--- config.mk ---
export PLATFORM = sky130hd
export DESIGN_NAME = srch_top
export DESIGN_NICKNAME = d
export VERILOG_FILES = /design/src/rtl/srch_pkg.sv /design/src/rtl/srch_word_buffer.sv /design/src/rtl/srch_top.sv
export VERILOG_INCLUDE_DIRS = /design/src /design/src/rtl
export SDC_FILE = /design/constraint.sdc
export NUM_CORES = 1
export LEC_CHECK = 0
export BUFFER_PORTS_ARGS = -buffer_cell sky130_fd_sc_hd__buf_2
export CAP_MARGIN = 0
export CORE_ASPECT_RATIO = 0.8
export CORE_MARGIN = 3
export CORE_UTILIZATION = 30
export CTS_BUF_LIST = sky130_fd_sc_hd__clkbuf_4 sky130_fd_sc_hd__clkbuf_8 sky130_fd_sc_hd__clkbuf_16
export CTS_CLUSTER_DIAMETER = 50
export DETAILED_ROUTE_END_ITERATION = 7
export SLEW_MARGIN = 20
export SYNTH_ARGS = -nofsm -noshare
export SYNTH_HDL_FRONTEND = slang
export SYNTH_SLANG_ARGS = --single-unit
--- constraint.sdc ---
create_clock -name clk -period 2.9 [get_ports clk]
set_clock_uncertainty 0.2 [all_clocks]
set_input_delay 0.58 -clock clk [delete_from_list [all_inputs] [get_ports clk]]
set_output_delay 0.58 -clock clk [all_outputs]
set_load 0.1 [all_outputs]
--- src/rtl/srch_regs.svh ---
// Task-file offsets, field positions, reset values and counts
`ifndef SRCH_REGS_SVH
`define SRCH_REGS_SVH
`define SRCH_OFS_DATA      3'h0
`define SRCH_OFS_ERROR     3'h1
`define SRCH_OFS_COUNT     3'h2
`define SRCH_OFS_SECTOR    3'h3
`define SRCH_OFS_CYL_LO    3'h4
`define SRCH_OFS_CYL_HI    3'h5
`define SRCH_OFS_UNIT_HEAD 3'h6
`define SRCH_OFS_OPCODE    3'h7
`define SRCH_ERR_UNC_BIT   6
`define SRCH_ERR_IDNF_BIT  4
`define SRCH_ERR_ABT_BIT   2
`define SRCH_ERR_MASK      8'h54
`define SRCH_STS_BSY_BIT   7
`define SRCH_STS_RDY_BIT   6
`define SRCH_STS_DF_BIT    5
`define SRCH_STS_DSC_BIT   4
`define SRCH_STS_DRQ_BIT   3
`define SRCH_STS_COR_BIT   2
`define SRCH_STS_ERR_BIT   0
`define SRCH_DH_LBA_BIT    6
`define SRCH_OP_READ       8'h20
`define SRCH_OP_READ_EXT   8'h24
`define SRCH_CLASSIC_ZERO  17'h00100
`define SRCH_EXT_ZERO      17'h10000
`define SRCH_LAST_WORD     8'hFF
`define SRCH_SECT_PER_TRK  8'h3F
`define SRCH_LAST_HEAD     4'hF
`define SRCH_RESET_BYTE    8'h00
`endif

--- src/rtl/srch_pkg.sv ---
// Types shared by the sector read command handler
package srch_pkg;
    typedef enum logic [0:0] {
        SRCH_IDLE = 1'b0,
        SRCH_READ = 1'b1
    } srch_state_t;
endpackage

--- src/rtl/srch_word_buffer.sv ---
// Small FIFO between the media word stream and the host data register
`timescale 1ns/1ps
`default_nettype none
module srch_word_buffer #(
    parameter int WIDTH = 16,
    parameter int DEPTH = 2
) (
    input  wire logic             clk,       // System clock
    input  wire logic             resetn,    // Async reset, active low
    input  wire logic             flush,     // Drop all held words
    input  wire logic             in_valid,  // Word offered
    output logic                  in_ready,  // Space available
    input  wire logic [WIDTH-1:0] in_data,   // Word in
    output logic                  out_valid, // Word held
    input  wire logic             out_ready, // Word taken
    output logic      [WIDTH-1:0] out_data   // Oldest word
);
    localparam int AW = (DEPTH > 1) ? $clog2(DEPTH) : 1;
    // Pointers wrap naturally, so DEPTH must be a power of two
    logic [WIDTH-1:0] mem_q [DEPTH];
    logic [AW-1:0]    wr_q, wr_d, rd_q, rd_d;
    logic [AW:0]      cnt_q, cnt_d;
    logic             push, pop;

    assign in_ready  = (cnt_q != DEPTH[AW:0]);
    assign out_valid = (cnt_q != '0);
    assign out_data  = mem_q[rd_q];
    assign push      = in_valid && in_ready && !flush;
    assign pop       = out_valid && out_ready && !flush;

    always_comb begin
        wr_d  = wr_q + AW'(push);
        rd_d  = rd_q + AW'(pop);
        cnt_d = cnt_q + (AW+1)'(push) - (AW+1)'(pop);
        if (flush) begin
            wr_d  = '0;
            rd_d  = '0;
            cnt_d = '0;
        end
    end

    always_ff @(posedge clk or negedge resetn) begin
        if (!resetn) begin
            wr_q  <= '0;
            rd_q  <= '0;
            cnt_q <= '0;
        end else begin
            wr_q  <= wr_d;
            rd_q  <= rd_d;
            cnt_q <= cnt_d;
        end
    end

    always_ff @(posedge clk) begin
        if (push) begin
            mem_q[wr_q] <= in_data;
        end
    end
endmodule
`default_nettype wire

--- src/rtl/srch_top.sv ---
// Sector read command handler behind the task-file registers
`timescale 1ns/1ps
`default_nettype none
`include "srch_regs.svh"
module srch_top
    import srch_pkg::*;
(
    input  wire logic        clk,              // 10 MHz system clock
    input  wire logic        resetn,           // Async reset, active low
    input  wire logic        tf_wr,            // Task-file write strobe
    input  wire logic        tf_rd,            // Task-file read strobe
    input  wire logic [2:0]  tf_addr,          // Task-file register select
    input  wire logic [7:0]  tf_wdata,         // Write byte
    output logic      [15:0] tf_rdata,         // Read data, one cycle later
    input  wire logic        high_byte_select, // Read previous bytes
    output logic             med_req,          // Start one sector fetch
    output logic      [47:0] med_addr,         // Sector address to fetch
    output logic             med_chs,          // Address is geometry form
    input  wire logic        med_valid,        // Media word valid
    output logic             med_ready,        // Buffer can take word
    input  wire logic [15:0] med_word,         // Media word
    input  wire logic        med_unc,          // Uncorrectable sector
    input  wire logic        med_idnf          // Sector identifier missing
);
    srch_state_t state_q, state_d;
    logic [7:0]  sc_q, sc_d, scp_q, scp_d, sn_q, sn_d, snp_q, snp_d;
    logic [7:0]  cl_q, cl_d, clp_q, clp_d, ch_q, ch_d, chp_q, chp_d;
    logic [7:0]  dh_q, dh_d, err_q, err_d, wcnt_q, wcnt_d;
    logic [16:0] rem_q, rem_d;
    logic [47:0] addr_q, addr_d;
    logic        ext_q, ext_d, req_q, req_d;
    logic [15:0] rdata_q, rdata_d;
    logic        buf_valid, pop, flush, finish;
    logic [15:0] buf_data;
    logic [7:0]  status;

    assign tf_rdata = rdata_q;
    assign med_req  = req_q;
    assign med_addr = addr_q;
    assign med_chs  = !ext_q && !dh_q[`SRCH_DH_LBA_BIT];

    srch_word_buffer #(.WIDTH(16), .DEPTH(2)) u_buf (
        .clk       (clk),
        .resetn    (resetn),
        .flush     (flush),
        .in_valid  (med_valid && state_q == SRCH_READ),
        .in_ready  (med_ready),
        .in_data   (med_word),
        .out_valid (buf_valid),
        .out_ready (pop),
        .out_data  (buf_data)
    );

    // Geometry form packs sector in 7:0, cylinder in 23:8, head in 27:24
    function automatic logic [47:0] next_addr(input logic [47:0] a,
                                              input logic        chs);
        logic [47:0] n;
        n = a + 48'h1;
        if (chs) begin
            n = a;
            if (a[7:0] == `SRCH_SECT_PER_TRK) begin
                n[7:0] = 8'h01;
                if (a[27:24] == `SRCH_LAST_HEAD) begin
                    n[27:24] = 4'h0;
                    n[23:8]  = a[23:8] + 16'h0001;
                end else begin
                    n[27:24] = a[27:24] + 4'h1;
                end
            end else begin
                n[7:0] = a[7:0] + 8'h01;
            end
        end
        return n;
    endfunction

    always_comb begin
        status = `SRCH_RESET_BYTE;
        status[`SRCH_STS_BSY_BIT] = (state_q == SRCH_READ) && !buf_valid;
        status[`SRCH_STS_RDY_BIT] = 1'b1;
        status[`SRCH_STS_DSC_BIT] = 1'b1;
        status[`SRCH_STS_DRQ_BIT] = (state_q == SRCH_READ) && buf_valid;
        status[`SRCH_STS_ERR_BIT] = (err_q != 8'h00);
    end

    always_comb begin
        state_d = state_q;
        sc_d = sc_q;   scp_d = scp_q; sn_d = sn_q;   snp_d = snp_q;
        cl_d = cl_q;   clp_d = clp_q; ch_d = ch_q;   chp_d = chp_q;
        dh_d = dh_q;   err_d = err_q; wcnt_d = wcnt_q;
        rem_d = rem_q; addr_d = addr_q; ext_d = ext_q;
        rdata_d = rdata_q;
        req_d = 1'b0;
        pop = 1'b0;
        flush = 1'b0;
        finish = 1'b0;
        if (tf_rd) begin
            case (tf_addr)
                `SRCH_OFS_DATA: begin
                    rdata_d = 16'h0000;
                    if (state_q == SRCH_READ && buf_valid) begin
                        rdata_d = buf_data;
                        pop = 1'b1;
                    end
                end
                `SRCH_OFS_ERROR:     rdata_d = {8'h00, err_q};
                `SRCH_OFS_COUNT:     rdata_d = {8'h00,
                    high_byte_select ? scp_q : sc_q};
                `SRCH_OFS_SECTOR:    rdata_d = {8'h00,
                    high_byte_select ? snp_q : sn_q};
                `SRCH_OFS_CYL_LO:    rdata_d = {8'h00,
                    high_byte_select ? clp_q : cl_q};
                `SRCH_OFS_CYL_HI:    rdata_d = {8'h00,
                    high_byte_select ? chp_q : ch_q};
                `SRCH_OFS_UNIT_HEAD: rdata_d = {8'h00, dh_q};
                default:             rdata_d = {8'h00, status};
            endcase
        end
        if (pop) begin
            wcnt_d = wcnt_q + 8'h01;
            if (wcnt_q == `SRCH_LAST_WORD) begin
                rem_d = rem_q - 17'h00001;
                if (rem_q == 17'h00001) begin
                    finish = 1'b1;
                end else begin
                    addr_d = next_addr(addr_q, med_chs);
                    req_d  = 1'b1;
                end
            end
        end
        if (state_q == SRCH_READ && (med_unc || med_idnf)) begin
            // Failing sector stays counted and addressed
            err_d = 8'h00;
            err_d[`SRCH_ERR_UNC_BIT]  = med_unc;
            err_d[`SRCH_ERR_IDNF_BIT] = med_idnf && !med_unc;
            rem_d  = rem_q;
            addr_d = addr_q;
            req_d  = 1'b0;
            flush  = 1'b1;
            finish = 1'b1;
        end
        if (finish) begin
            state_d = SRCH_IDLE;
            sc_d = rem_d[7:0];
            sn_d = addr_d[7:0];   cl_d = addr_d[15:8];
            ch_d = addr_d[23:16];
            if (ext_q) begin
                scp_d = rem_d[15:8];
                snp_d = addr_d[31:24]; clp_d = addr_d[39:32];
                chp_d = addr_d[47:40];
            end else begin
                dh_d[3:0] = addr_d[27:24];
            end
        end
        // Task-file writes while a read runs are ignored
        if (tf_wr && state_q == SRCH_IDLE) begin
            case (tf_addr)
                `SRCH_OFS_COUNT:  begin scp_d = sc_q; sc_d = tf_wdata; end
                `SRCH_OFS_SECTOR: begin snp_d = sn_q; sn_d = tf_wdata; end
                `SRCH_OFS_CYL_LO: begin clp_d = cl_q; cl_d = tf_wdata; end
                `SRCH_OFS_CYL_HI: begin chp_d = ch_q; ch_d = tf_wdata; end
                `SRCH_OFS_UNIT_HEAD: dh_d = tf_wdata;
                `SRCH_OFS_OPCODE: begin
                    err_d  = 8'h00;
                    wcnt_d = 8'h00;
                    if (tf_wdata[7:1] == `SRCH_OP_READ >> 1) begin
                        state_d = SRCH_READ;
                        req_d   = 1'b1;
                        ext_d   = 1'b0;
                        rem_d   = (sc_q == 8'h00) ? `SRCH_CLASSIC_ZERO
                                                  : {9'h000, sc_q};
                        addr_d  = {20'h00000, dh_q[3:0], ch_q, cl_q,
                                   sn_q};
                    end else if (tf_wdata == `SRCH_OP_READ_EXT) begin
                        state_d = SRCH_READ;
                        req_d   = 1'b1;
                        ext_d   = 1'b1;
                        rem_d   = ({scp_q, sc_q} == 16'h0000)
                                ? `SRCH_EXT_ZERO
                                : {1'b0, scp_q, sc_q};
                        addr_d  = {chp_q, clp_q, snp_q,
                                   ch_q, cl_q, sn_q};
                    end else begin
                        err_d[`SRCH_ERR_ABT_BIT] = 1'b1;
                    end
                end
                default: ;
            endcase
        end
    end

    always_ff @(posedge clk or negedge resetn) begin
        if (!resetn) begin
            state_q <= SRCH_IDLE;
            sc_q <= `SRCH_RESET_BYTE;  scp_q <= `SRCH_RESET_BYTE;
            sn_q <= `SRCH_RESET_BYTE;  snp_q <= `SRCH_RESET_BYTE;
            cl_q <= `SRCH_RESET_BYTE;  clp_q <= `SRCH_RESET_BYTE;
            ch_q <= `SRCH_RESET_BYTE;  chp_q <= `SRCH_RESET_BYTE;
            dh_q <= `SRCH_RESET_BYTE;  err_q <= `SRCH_RESET_BYTE;
            wcnt_q <= 8'h00;
            rem_q <= 17'h00000;
            addr_q <= 48'h0;
            ext_q <= 1'b0;
            req_q <= 1'b0;
            rdata_q <= 16'h0000;
        end else begin
            state_q <= state_d;
            sc_q <= sc_d;  scp_q <= scp_d; sn_q <= sn_d;  snp_q <= snp_d;
            cl_q <= cl_d;  clp_q <= clp_d; ch_q <= ch_d;  chp_q <= chp_d;
            dh_q <= dh_d;  err_q <= err_d;
            wcnt_q <= wcnt_d;
            rem_q <= rem_d;
            addr_q <= addr_d;
            ext_q <= ext_d;
            req_q <= req_d;
            rdata_q <= rdata_d;
        end
    end
endmodule
`default_nettype wire

Word-level counts from Yosys, hierarchy flattened:

Memory sizes are Yosys's and may differ from the RTL's.
Index checks and enable logic that the tools add are counted.
W data, S select, Z words.

* muxes and demuxes: 96
* reduce and logical (&&, ||, !) cells: 25
* bitwise operators: 1
* add/subtract/negate cells: 10
* eq/ne operators: 14

Operators with widths (number)
* $mux W48: 9
* $mux W8: 39
* $mux W17: 8
* $pmux W16 S7: 1
* $add A48 B1 Y48 const B: 1
* $mux W16: 2
* $mux W1: 29
* $mux W20: 1
* $mux W4: 5
* $eq A17 B1 Y1 const B: 1
* $sub A17 B1 Y17 const B: 1
* $add A16 B1 Y16 const B: 1
* $add A8 B1 Y8 const B: 2
* $eq A8 B6 Y1 const B: 2
* $logic_not A16 Y1: 1
* $eq A3 B3 Y1 const B: 4
* $logic_and A1 B1 Y1: 11
* $mux W9: 1
* $eq A8 B8 Y1 const B: 1
* $logic_not A8 Y1: 1
* $reduce_bool A8 Y1: 1
* $eq A7 B5 Y1 const B: 1
* $eq A3 B2 Y1 const B: 2
* $logic_not A1 Y1: 5
* 14 further kinds: 16

* memories kept: 1
* bits in writable memories: 32
* input port bits: 35
* output and inout bits: 67
* bits in registers: 176
* word-level logic and storage cells: 168

Memories
* u_buf.mem_q: words 2, bits a word 16, read ports 1, clocked after Yosys merged registers in 0, wr ports 1, line srch_word_buffer.sv:20 `logic [WIDTH-1:0] mem_q [DEPTH];`

Longest topological paths before layout:

Gate-level depths: netlist (run 1).

* depth in word-level cells: 12
* gate-level depth with buffers: 11
* depth with buffers taken out: 9

Hierarchy:

From an unflattened synthesis (run 1), not the netlist that was laid out.

* cells, all modules: 1183
* area, all modules: 11388.4 sq um

By module, submodules not included
* srch_top: cells an instance 1110, instances 1, area each 9967.1 sq um
* srch_word_buffer: cells an instance 73, instances 1, area each 1421.4 sq um

Worst setup path after synthesis (run 1):

No wires, ideal clock.

* kind: register -> register
* from: register addr_q[8] (netlist: med_addr[8])
* to: register addr_q[40] (netlist: med_addr[40])
* arrival time: 2785 ps
* clock period less this slack: 3057 ps
* buffers on the path: 0
* setup slack: -157 ps
* cell stages (with the launch flop): 8
* setup time: 72 ps
* cell sequence: dfrtp_1 -> ha_1 -> nand4_1 -> nor4_2 -> and2_1 -> nand2_1 -> or4b_1 -> nand3_1

* longest elaborated chain between the ends: 10

RTL lines
* from (decl): line srch_top.sv:30 `logic [47:0] addr_q, addr_d;`
* from (signal assigned): line srch_top.sv:212 `addr_q <= addr_d;`
* $add A48 B1 Y48 *: line srch_top.sv:58 `n = a + 48'h1;`
* $mux W48 *: line srch_top.sv:59 `if (chs) begin`
* $mux W48 *: line srch_top.sv:122 `if (rem_q == 17'h00001) begin`
* $mux W48 *: line srch_top.sv:120 `` if (wcnt_q == `SRCH_LAST_WORD) begin ``
* $mux W48 *: line srch_top.sv:118 `if (pop) begin`
* $mux W48 *: line srch_top.sv:130 `if (state_q == SRCH_READ && (med_unc || med_idnf)) begin`
* $mux W48: line srch_top.sv:173 `` end else if (tf_wdata == `SRCH_OP_READ_EXT) begin ``
* $mux W48: line srch_top.sv:165 `` if (tf_wdata[7:1] == `SRCH_OP_READ >> 1) begin ``
* $mux W48: line srch_top.sv:156 `case (tf_addr)`
* $mux W48 *: line srch_top.sv:155 `if (tf_wr && state_q == SRCH_IDLE) begin`
* net addr_d[40]: line srch_top.sv:30

The timed path passes the listed nets; every way through them passes the cells marked *.
A chain may end at the register's enable or synchronous reset.

Final worst setup path (run 1):

* from: register ext_q
* to: output port med_chs

* longest elaborated chain between the ends: 2

RTL lines
* from (decl): line srch_top.sv:31 `logic ext_q, ext_d, req_q, req_d;`
* from (signal assigned): line srch_top.sv:213 `ext_q <= ext_d;`
* $logic_not A1 Y1: line srch_top.sv:40 `` assign med_chs = !ext_q && !dh_q[`SRCH_DH_LBA_BIT]; ``
* $logic_and A1 B1 Y1: line srch_top.sv:40
* to (decl): line srch_top.sv:18 `output logic med_chs,`

Every way passes these cells.

==> results of run 1 <==
routing by layer:
| metal | wire length, um | track usage, % | up-vias |
|---|---|---|---|
| li1 | - | - | 4672 |
| met1 | 18900 | 30.5 | 5201 |
| met2 | 17800 | 30.6 | 499 |
| met3 | 3600 | 2.95 | 80 |
| met4 | 1050 | 5.22 | 2 |
| met5 | 11 | 0 | - |
power by group:
group | internal (mW) | switching (mW) | total (mW) | leakage, nW
Combinational | 0.472 | 0.840 | 1.31 | 2.79
Clock | 2.16 | 1.44 | 3.60 | 0.489
Sequential | 3.31 | 0.528 | 3.84 | 2.57
Total | 5.95 | 2.80 | 8.75 | 5.84
cell families (layout without fill, tap and decap cells):
logic type	count (synthesis)	count (layout)	share of synthesized area [%]
mux	58	58	5.79
fa+ha+maj	10	10	1.12
flops	208	208	47.9
compound gates	267	267	14.7
simple gates	492	492	22.6
buf+inv	86	279	3.14
xor+xnor	61	61	4.77
final timing paths:
| path | slack (ns) | start | to |
|---|---|---|---|
| setup / recovery | 0.1 | ext_q$_DFFE_PN0P_ | med_chs |
| hold / removal | 0.02 | med_word[15] | u_buf.mem_q[0][15]$_DFFE_PP_ |
| setup reg to reg | 0.16 | wcnt_q[0]$_DFF_PN0_ | med_addr[12]$_DFF_PN0_ |
| hold reg to reg | 0.29 | tf_rdata[13]$_DFFE_PN0P_ | tf_rdata[13]$_DFFE_PN0P_ |
| max in group asynchronous | 1.28 | resetn | med_addr[30]$_DFF_PN0_ |
| min in group asynchronous | 0.42 | resetn | sn_q[1]$_DFF_PN0_ |
metrics by stage:
stage / power [mW] / util (%) / worst slack [ns] / instances / hold slack (ns)
floorplan: 4.51 / - / 0.00118 / 1182 / 0.0844
global placement: 5.14 / 35.6 / 0.0669 / 1796 / 0.268
CTS: 8.75 / 38.4 / 0.0465 / 1854 / 0.0000661
global route: 9.06 / 38.4 / 0.0430 / 1855 / 0.00684
finish: 8.75 / 38.4 / 0.0971 / 1855 / 0.0156
detailed placement: 5.16 / 35.6 / 0.0135 / 1796 / 0.269
worst max-delay path, delay by kind of cell (launching register included):
family / cells / cell delay [ns]
buffers and inverters: 3 / 0.76
DFF: 1 / 0.37
and+or+nand+nor: 1 / 0.35
layout make-up:
type / count / area (um2)
clock inverters: 17 / 175
clock buffers: 37 / 805
fillers: 3551 / 22400
inverters: 15 / 56.3
flip-flops and latches: 208 / 5380
well taps: 480 / 601
multi-input cells: 888 / 5540
repair buffers: 210 / 1440
cell usage in the layout (no fill, tap or decap), types with 6 or more instances in the layout:
cell       count
dfrtp_1      165
nand2_1      151
nor2_1       104
o21ai_0      101
buf_2         99
buf_4         97
nand3_1       49
a21oi_1       49
xnor2_1       41
mux2i_1       40
nor3_1        34
edfxtp_1      32
clkbuf_16     29
nand4_1       25
nor4_1        22
and3_1        21
xor2_1        20
a31oi_1       16
inv_1         14
mux2_2        14
nand3b_1      12
a22oi_1       12
o211ai_1      11
dfrtp_2       11
or3_1         10
ha_1          10
o2bb2ai_1      9
nor4_2         8
a22o_1         8
and2_1         7
a211oi_1       7
buf_12         7
nor2b_1        6
nand2b_1       6
o22ai_1        6
registers in the layout (all words and copies together), names as in the netlist, 2 cells and up:
register	cells
ch_q	8
dh_q	8
cl_q	8
chp_q	8
err_q	8
u_buf.cnt_q	2
snp_q	8
u_buf.mem_q	32
sc_q	8
tf_rdata	16
clp_q	8
wcnt_q	8
scp_q	8
sn_q	8
med_addr	48
rem_q	17
timing repair:
action / 4_1_cts / 5_1_grt
gates resized for setup: 1 / 2
endpoints found under the setup margin: 1 / 5
hold buffers: 4 / 1
hold endpoints to repair: 59 / 1
setup buffers: 0 / 0
==> impl_metrics.ini, run 1 <==
[status]
status = complete, no violations

[grt]
grt_pass1_vias = 9829
antenna_found_initial = 1
grt_use_total_pct = 20.3
grt_overflow = 0
grt_max_degree = 59
grt_pass1_wl_um = 63100

[synth]
netlist_area_um2 = 11200
synthCells = 1182
ys_warn_count = 0
syn-num-nets = 1227
synth_common_cells = dfrtp_1 (176), nand2_1 (151), nor2_1 (104)
ys_top_cells_by_area = dfrtp_1 (39%), edfxtp_1 (8.6%), nand2_1 (5.1%)
synth_most_common_cell = dfrtp_1
async_flop_share_pct = 84.6
synth_edf_count = 32
postSynthAreaPerCell_um2 = 9.48
synth_top_cell_area_share_pct = 39.3
ys_seq_area_share_pct = 47.9
ys.flop_type = dfrtp_1
synth.ff_latch_count = 208
yosysTopAreaCell = dfrtp_1
synthDistinctLibCells = 71

[drt]
totalWireLength_um = 41400
vias = 10500
drt_iter0_drc = 1301
firstDrtPassIters = 6
via_per_inst = 5.64
routedWlPerCell_um = 22.3
ant_nets = 0
drc_errors = 0

[layout]
antennaDiodeCount = 0
fin_nets = 1397
post-route-cell-area_um2 = 14000
syn2layout_area_growth_pct = 24.9
drive_gt1_share_pct = 23.2

[clock_tree]
cts_sinks = 208
clockRootBuffer = clkbuf_16
clockBufferDepth = 3
clk_pin_slew_worst_paths_ns = 0.06
clk_latency_ns = 0.56
cts.htree.levels = 1
numCtsBuffers = 29
cts_tree = built

[floorplan]
row_count = 62
die_area_um2 = 39700
pin_count = 102
core_um2 = 36400
die_w_um = 222
initial_utilization_pct = 30.8
chipHeight_um = 179

[place]
dpl-instance-area_um2 = 12900
dp_hpwl_um = 30300
portBuffers = 101
routabilityCongestion = 0.900

[sta]
tightest_slew_ns = 0.765
rsz0062_at_grt = no
slew_viol_final = 0
hold_violations = 0
fmax_mhz = 357
period_needed_ns = 2.80
timing.final.crit_share_pct = 96.7
tns_ns = 0
max_slew_margin_pct = 48.8
setup_viol = 0

[worst_setup_path]
cp_max_fo = 19
r2r_cells = 8
crit_slowest_cell = dfrtp_1
crit_required_ns = 2.12
path_cells = buf_4 > or2_2 > inv_1 > buf_6
crit_type = reg -> out
crit_arrival_ns = 2.02
critPathCaptureType = output pin
crit_path_max_incr_delay_ns = 0.37
worstSetupStartpointType = register

[power]
cellLeakagePower_nw = 5.84
powerDensity_nw_per_um2 = 625
ir_drop_v = 0.000464

[worst_hold_path]
worstHoldPathType = in -> reg
holdPathStages = 1

[run]
maxCapViolCount = 0
Note: power is estimated with default switching activity, not from simulation.
==> inputs of run 2 (changes only) <==
--- a/config.mk
+++ b/config.mk
@@ -10,10 +10,12 @@
 export CAP_MARGIN = 0
 export CORE_ASPECT_RATIO = 0.8
 export CORE_MARGIN = 3
-export CORE_UTILIZATION = 30
+export CORE_UTILIZATION = 40
 export CTS_BUF_LIST = sky130_fd_sc_hd__clkbuf_4 sky130_fd_sc_hd__clkbuf_8 sky130_fd_sc_hd__clkbuf_16
 export CTS_CLUSTER_DIAMETER = 50
 export DETAILED_ROUTE_END_ITERATION = 7
+export MAX_ROUTING_LAYER = met4
+export PLACE_DENSITY = 0.66
 export SLEW_MARGIN = 20
 export SYNTH_ARGS = -nofsm -noshare
 export SYNTH_HDL_FRONTEND = slang
==> run 2 against run 1 <==
  * Fmax fell by 0.85%
  * Global-route usage up 6.5 points
  * Wire length fell by 5.7%
  * Critical endpoint unchanged
==> impl_metrics.ini, run 2 (same netlist as run 1, synthesis figures left out) <==
[worst_setup_path]
startpoint = dh_q[6]$_DFFE_PN0P_
critPathCaptureType = output pin
cp_max_fo = 7
crit_required_ns = 2.12
r2r_cells = 7
crit_path_max_incr_delay_ns = 0.48
worstSetupStartpointType = register
r2r-start = rem_q[2]$_DFF_PN0_
crit_slowest_cell = buf_2
crit_type = reg -> out
path_cells = or2_2 > inv_1 > buf_2
crit_arrival_ns = 2.05

[grt]
antenna_found_initial = 0
grt_overflow = 0
grt_pass1_vias = 9734
grt_pass1_wl_um = 60200
grt_max_degree = 67
grt_use_total_pct = 26.8

[drt]
ant_nets = 0
routedWlPerCell_um = 22.6
via_per_inst = 5.92
drt_iter0_drc = 1259
firstDrtPassIters = 7
drc_errors = 0
vias = 10200
totalWireLength_um = 39000

[worst_hold_path]
worstHoldPathType = in -> reg
hp-start = med_word[10]
holdPathStages = 1

[clock_tree]
clk_latency_ns = 0.54
clockBufferDepth = 3
clockRootBuffer = clkbuf_16
clk_pin_slew_worst_paths_ns = 0.06
cts_tree = built
cts_resized = 0
cts_setup_buffers = 0
cts.htree.levels = 1
numCtsBuffers = 26
cts_sinks = 208
hold_buffers = 1

[floorplan]
row_count = 54
die_w_um = 193
pin_count = 102
core_um2 = 27400
initial_utilization_pct = 40.8
die_area_um2 = 30100
chipHeight_um = 156

[place]
portBuffers = 101
routabilityCongestion = 0.982
dpl-instance-area_um2 = 12800
dp_hpwl_um = 28200

[layout]
final_common_cell = dfrtp_1
antennaDiodeCount = 0
post-route-cell-area_um2 = 13700
largest_reg_flops = 48
syn2layout_area_growth_pct = 22.5
fin_nets = 1387
drive_gt1_share_pct = 22.8
mostFrequentLayoutCells = dfrtp_1 (165), nand2_1 (151), nor2_1 (104)

[sta]
timing.final.crit_share_pct = 97.5
period_needed_ns = 2.83
fmax_mhz = 354
max_slew_margin_pct = 52.2
setup_viol = 0
tns_ns = 0
hold_violations = 0
slew_viol_final = 0
tightest_slew_ns = 0.711
rsz0062_at_grt = no

[power]
ir_drop_v = 0.000429
power_mw = 8.41
cellLeakagePower_nw = 5.78
powerDensity_nw_per_um2 = 613

[run]
maxCapViolCount = 0

[status]
status = complete, no violations
==> run 2: path summary, 6_finish.rpt <==
check                                               end  slack (ns)
setup / recovery                                med_chs        0.07
hold / removal             u_buf.mem_q[0][10]$_DFFE_PP_        0.03
setup reg to reg                 med_addr[39]$_DFF_PN0_        0.23
hold reg to reg                tf_rdata[13]$_DFFE_PN0P_        0.29
max in group asynchronous         med_addr[1]$_DFF_PN0_        1.32
min in group asynchronous       tf_rdata[4]$_DFFE_PN0P_        0.45
==> run 2: worst max-delay path: cells and delay by family (launching register included) <==
family / cells / cell delay (ns)
buffers and inverters: 2 / 0.70
flip-flops: 1 / 0.44
AND/OR/NAND/NOR: 1 / 0.37
==> run 2: power by group <==
part	switching, mW	internal, mW	leakage, nW
registers	0.493	3.31	2.57
logic	0.849	0.472	2.77
clock network	1.29	2.00	0.444
total	2.63	5.78	5.78
==> run 2: layout make-up <==
class                   count  area [um2]
flip-flops and latches    208        5380
clock buffers              37         752
well taps                 364         455
clock inverters            11         133
repair buffers            203        1420
fillers                  2582       13700
inverters                  15        56.3
multi-input cells         888        5530
==> run 2: per-stage QoR <==
stage	cells	setup slack (ns)	utilization, %	hold slack [ns]
floorplan	1182	0.00118	-	0.0844
global placement	1677	0.0235	46.8	0.266
detailed placement	1677	0.0252	46.8	0.274
CTS	1726	0.0827	50.0	0.0134
global route	1726	0.0583	50.0	0.0237
finish	1726	0.0731	50.0	0.0275
==> run 2: metal layers <==
layer / GRT usage [%] / vias up / wire (um)
met5: - / - / 0
li1: - / 4659 / -
met4: 7.02 / 0 / 1180
met2: 37.8 / 496 / 16800
met3: 5.75 / 81 / 3930
met1: 39.1 / 4985 / 17100
==> inputs of run 3 (changes only) <==
--- a/config.mk
+++ b/config.mk
@@ -11,11 +11,12 @@
 export CORE_ASPECT_RATIO = 0.8
 export CORE_MARGIN = 3
 export CORE_UTILIZATION = 40
-export CTS_BUF_LIST = sky130_fd_sc_hd__clkbuf_4 sky130_fd_sc_hd__clkbuf_8 sky130_fd_sc_hd__clkbuf_16
+export CTS_BUF_LIST = sky130_fd_sc_hd__clkbuf_4
 export CTS_CLUSTER_DIAMETER = 50
 export DETAILED_ROUTE_END_ITERATION = 7
 export MAX_ROUTING_LAYER = met4
 export PLACE_DENSITY = 0.66
+export SETUP_SLACK_MARGIN = 0.2
 export SLEW_MARGIN = 20
 export SYNTH_ARGS = -nofsm -noshare
 export SYNTH_HDL_FRONTEND = slang
==> run 3 against run 2 <==
  * Final cell count grew 3.9%
  * Core utilization up 0.16 points
  * Wire length rose by 1.6%
  * Combinational power about the same
  * Fmax is 8.4% higher
  * Via count increased by 3.2%
  * Critical path type is now reg -> reg
  * Largest cell class unchanged
  * Highest routed layer unchanged
==> impl_metrics.ini, run 3 (same netlist as run 1, synthesis figures left out) <==
[grt]
antenna_found_initial = 1
grt_pass1_vias = 10200
grt_use_total_pct = 27.4
grt_max_degree = 53
grt_overflow = 0
grt_pass1_wl_um = 61500

[worst_setup_path]
path_buf_inv = 1
reg2reg_slack_ns = 0.29
cpLargestDelayFamily = simple AND/OR/NAND/NOR gates
cp_max_fo = 9
worstSetupStartpointType = register
crit_required_ns = 3.23
critPathCaptureType = register
crit_path_max_incr_delay_ns = 0.56
path_cells = or4_1 > nor3_1 > buf_4 > a41o_1 > nand3_1 > xor2_1 > a22oi_1
crit_arrival_ns = 2.94
crit_slowest_cell = or4_1
crit_type = reg -> reg

[sta]
tightest_slew_ns = 0.613
max_slew_margin_pct = 58.7
hold_violations = 0
slew_viol_final = 0
setup_viol = 0
timing.final.crit_share_pct = 89.9
period_needed_ns = 2.61
fmax_mhz = 384
tns_ns = 0
rsz0062_at_grt = no

[layout]
fin_nets = 1430
drive_gt1_share_pct = 26.1
mostFrequentLayoutCells = dfrtp_1 (151), nand2_1 (150), nor2_1 (104)
largest_reg_flops = 48
syn2layout_area_growth_pct = 22.9
final_common_cell = dfrtp_1

[power]
powerDensity_nw_per_um2 = 568
power_mw = 7.82
cellLeakagePower_nw = 5.79
ir_drop_v = 0.000310

[drt]
totalWireLength_um = 39700
ant_nets = 0
drc_errors = 0
routedWlPerCell_um = 22.1
drt_iter0_drc = 1307
firstDrtPassIters = 5
via_per_inst = 5.89
vias = 10600

[clock_tree]
clk_latency_ns = 0.73
numCtsBuffers = 55
cts.htree.levels = 2
clockBufferDepth = 3
clockRootBuffer = clkbuf_4
cts_sinks = 208
clk_pin_slew_worst_paths_ns = 0.07
cts_tree = built

[floorplan]
die_w_um = 193
core_um2 = 27400
chipHeight_um = 156
die_area_um2 = 30100
row_count = 54
initial_utilization_pct = 40.8
pin_count = 102

[place]
routabilityCongestion = 0.992
dp_hpwl_um = 28600
portBuffers = 101

[status]
status = complete, no violations

[run]
maxCapViolCount = 0

[worst_hold_path]
worstHoldPathType = in -> reg
## run 3: repair_timing
action | CTS | global route
resized for setup | 7 | 9
setup endpoints to repair | 11 | 47
buffers inserted | 1 | 0
hold buffers | 19 | 0
endpoints found under the hold margin | 80 | 0
pin swaps | 0 | 3
## run 3: final cells by class
cell class	instances	area [um2]
Clock buffer	89	668
Tap cell	364	455
Sequential cell	208	5400
Multi-Input combinational cell	888	5580
Antenna cell	1	2.50
Fill cell	2622	13700
Inverter	15	60.1
Timing Repair Buffer	217	1550
Clock inverter	11	51.3
## run 3: worst register-to-register path, stage by stage (launching register included)
cell	delay [ns]
dfrtp_2	0.46
or4_1	0.56
nor3_1	0.28
buf_4	0.23
a41o_1	0.16
nand3_1	0.11
xor2_1	0.26
a22oi_1	0.14
## run 3: final timing paths
| check | end | depth (start not counted) | startpoint |
|---|---|---|---|
| setup / recovery | snp_q[2]$_DFF_PN0_ | 7 | dh_q[6]$_DFFE_PN0P_ |
| min in group asynchronous | med_addr[10]$_DFF_PN0_ | 2 | resetn |
| max in group asynchronous | wcnt_q[3]$_DFF_PN0_ | 3 | resetn |
| hold / removal | cl_q[3]$_DFF_PN0_ | 3 | tf_wdata[3] |
| hold reg to reg | med_addr[29]$_DFF_PN0_ | 2 | snp_q[5]$_DFF_PN0_ |
| setup reg to reg | snp_q[2]$_DFF_PN0_ | 7 | dh_q[6]$_DFFE_PN0P_ |
## run 3: per-stage QoR
step | setup slack, ns | util (%) | hold slack [ns] | instance area [um2] | std cells
after detailed placement | 0.0724 | 46.6 | 0.269 | 12800 | 1672
after global placement | 0.0844 | 46.6 | 0.267 | 12800 | 1672
after CTS | 0.214 | 50.0 | 0.0159 | 13700 | 1792
final | 0.293 | 50.2 | 0.0388 | 13800 | 1793
after floorplan | 0.209 | - | 0.0844 | 11200 | 1182
after global routing | 0.200 | 50.2 | 0.0255 | 13800 | 1793
## run 3: report_power, final
group	leakage, nW	switching, mW	internal, mW
clock network	0.435	1.28	1.39
logic	2.81	0.842	0.489
registers	2.54	0.514	3.31
total	5.79	2.64	5.19
## run 3: routing by layer
layer | wire (um) | global-route usage, %
met4 | 826 | 7.57
met1 | 17200 | 39.7
met5 | 0 | -
met3 | 4040 | 5.12
met2 | 17600 | 39.4
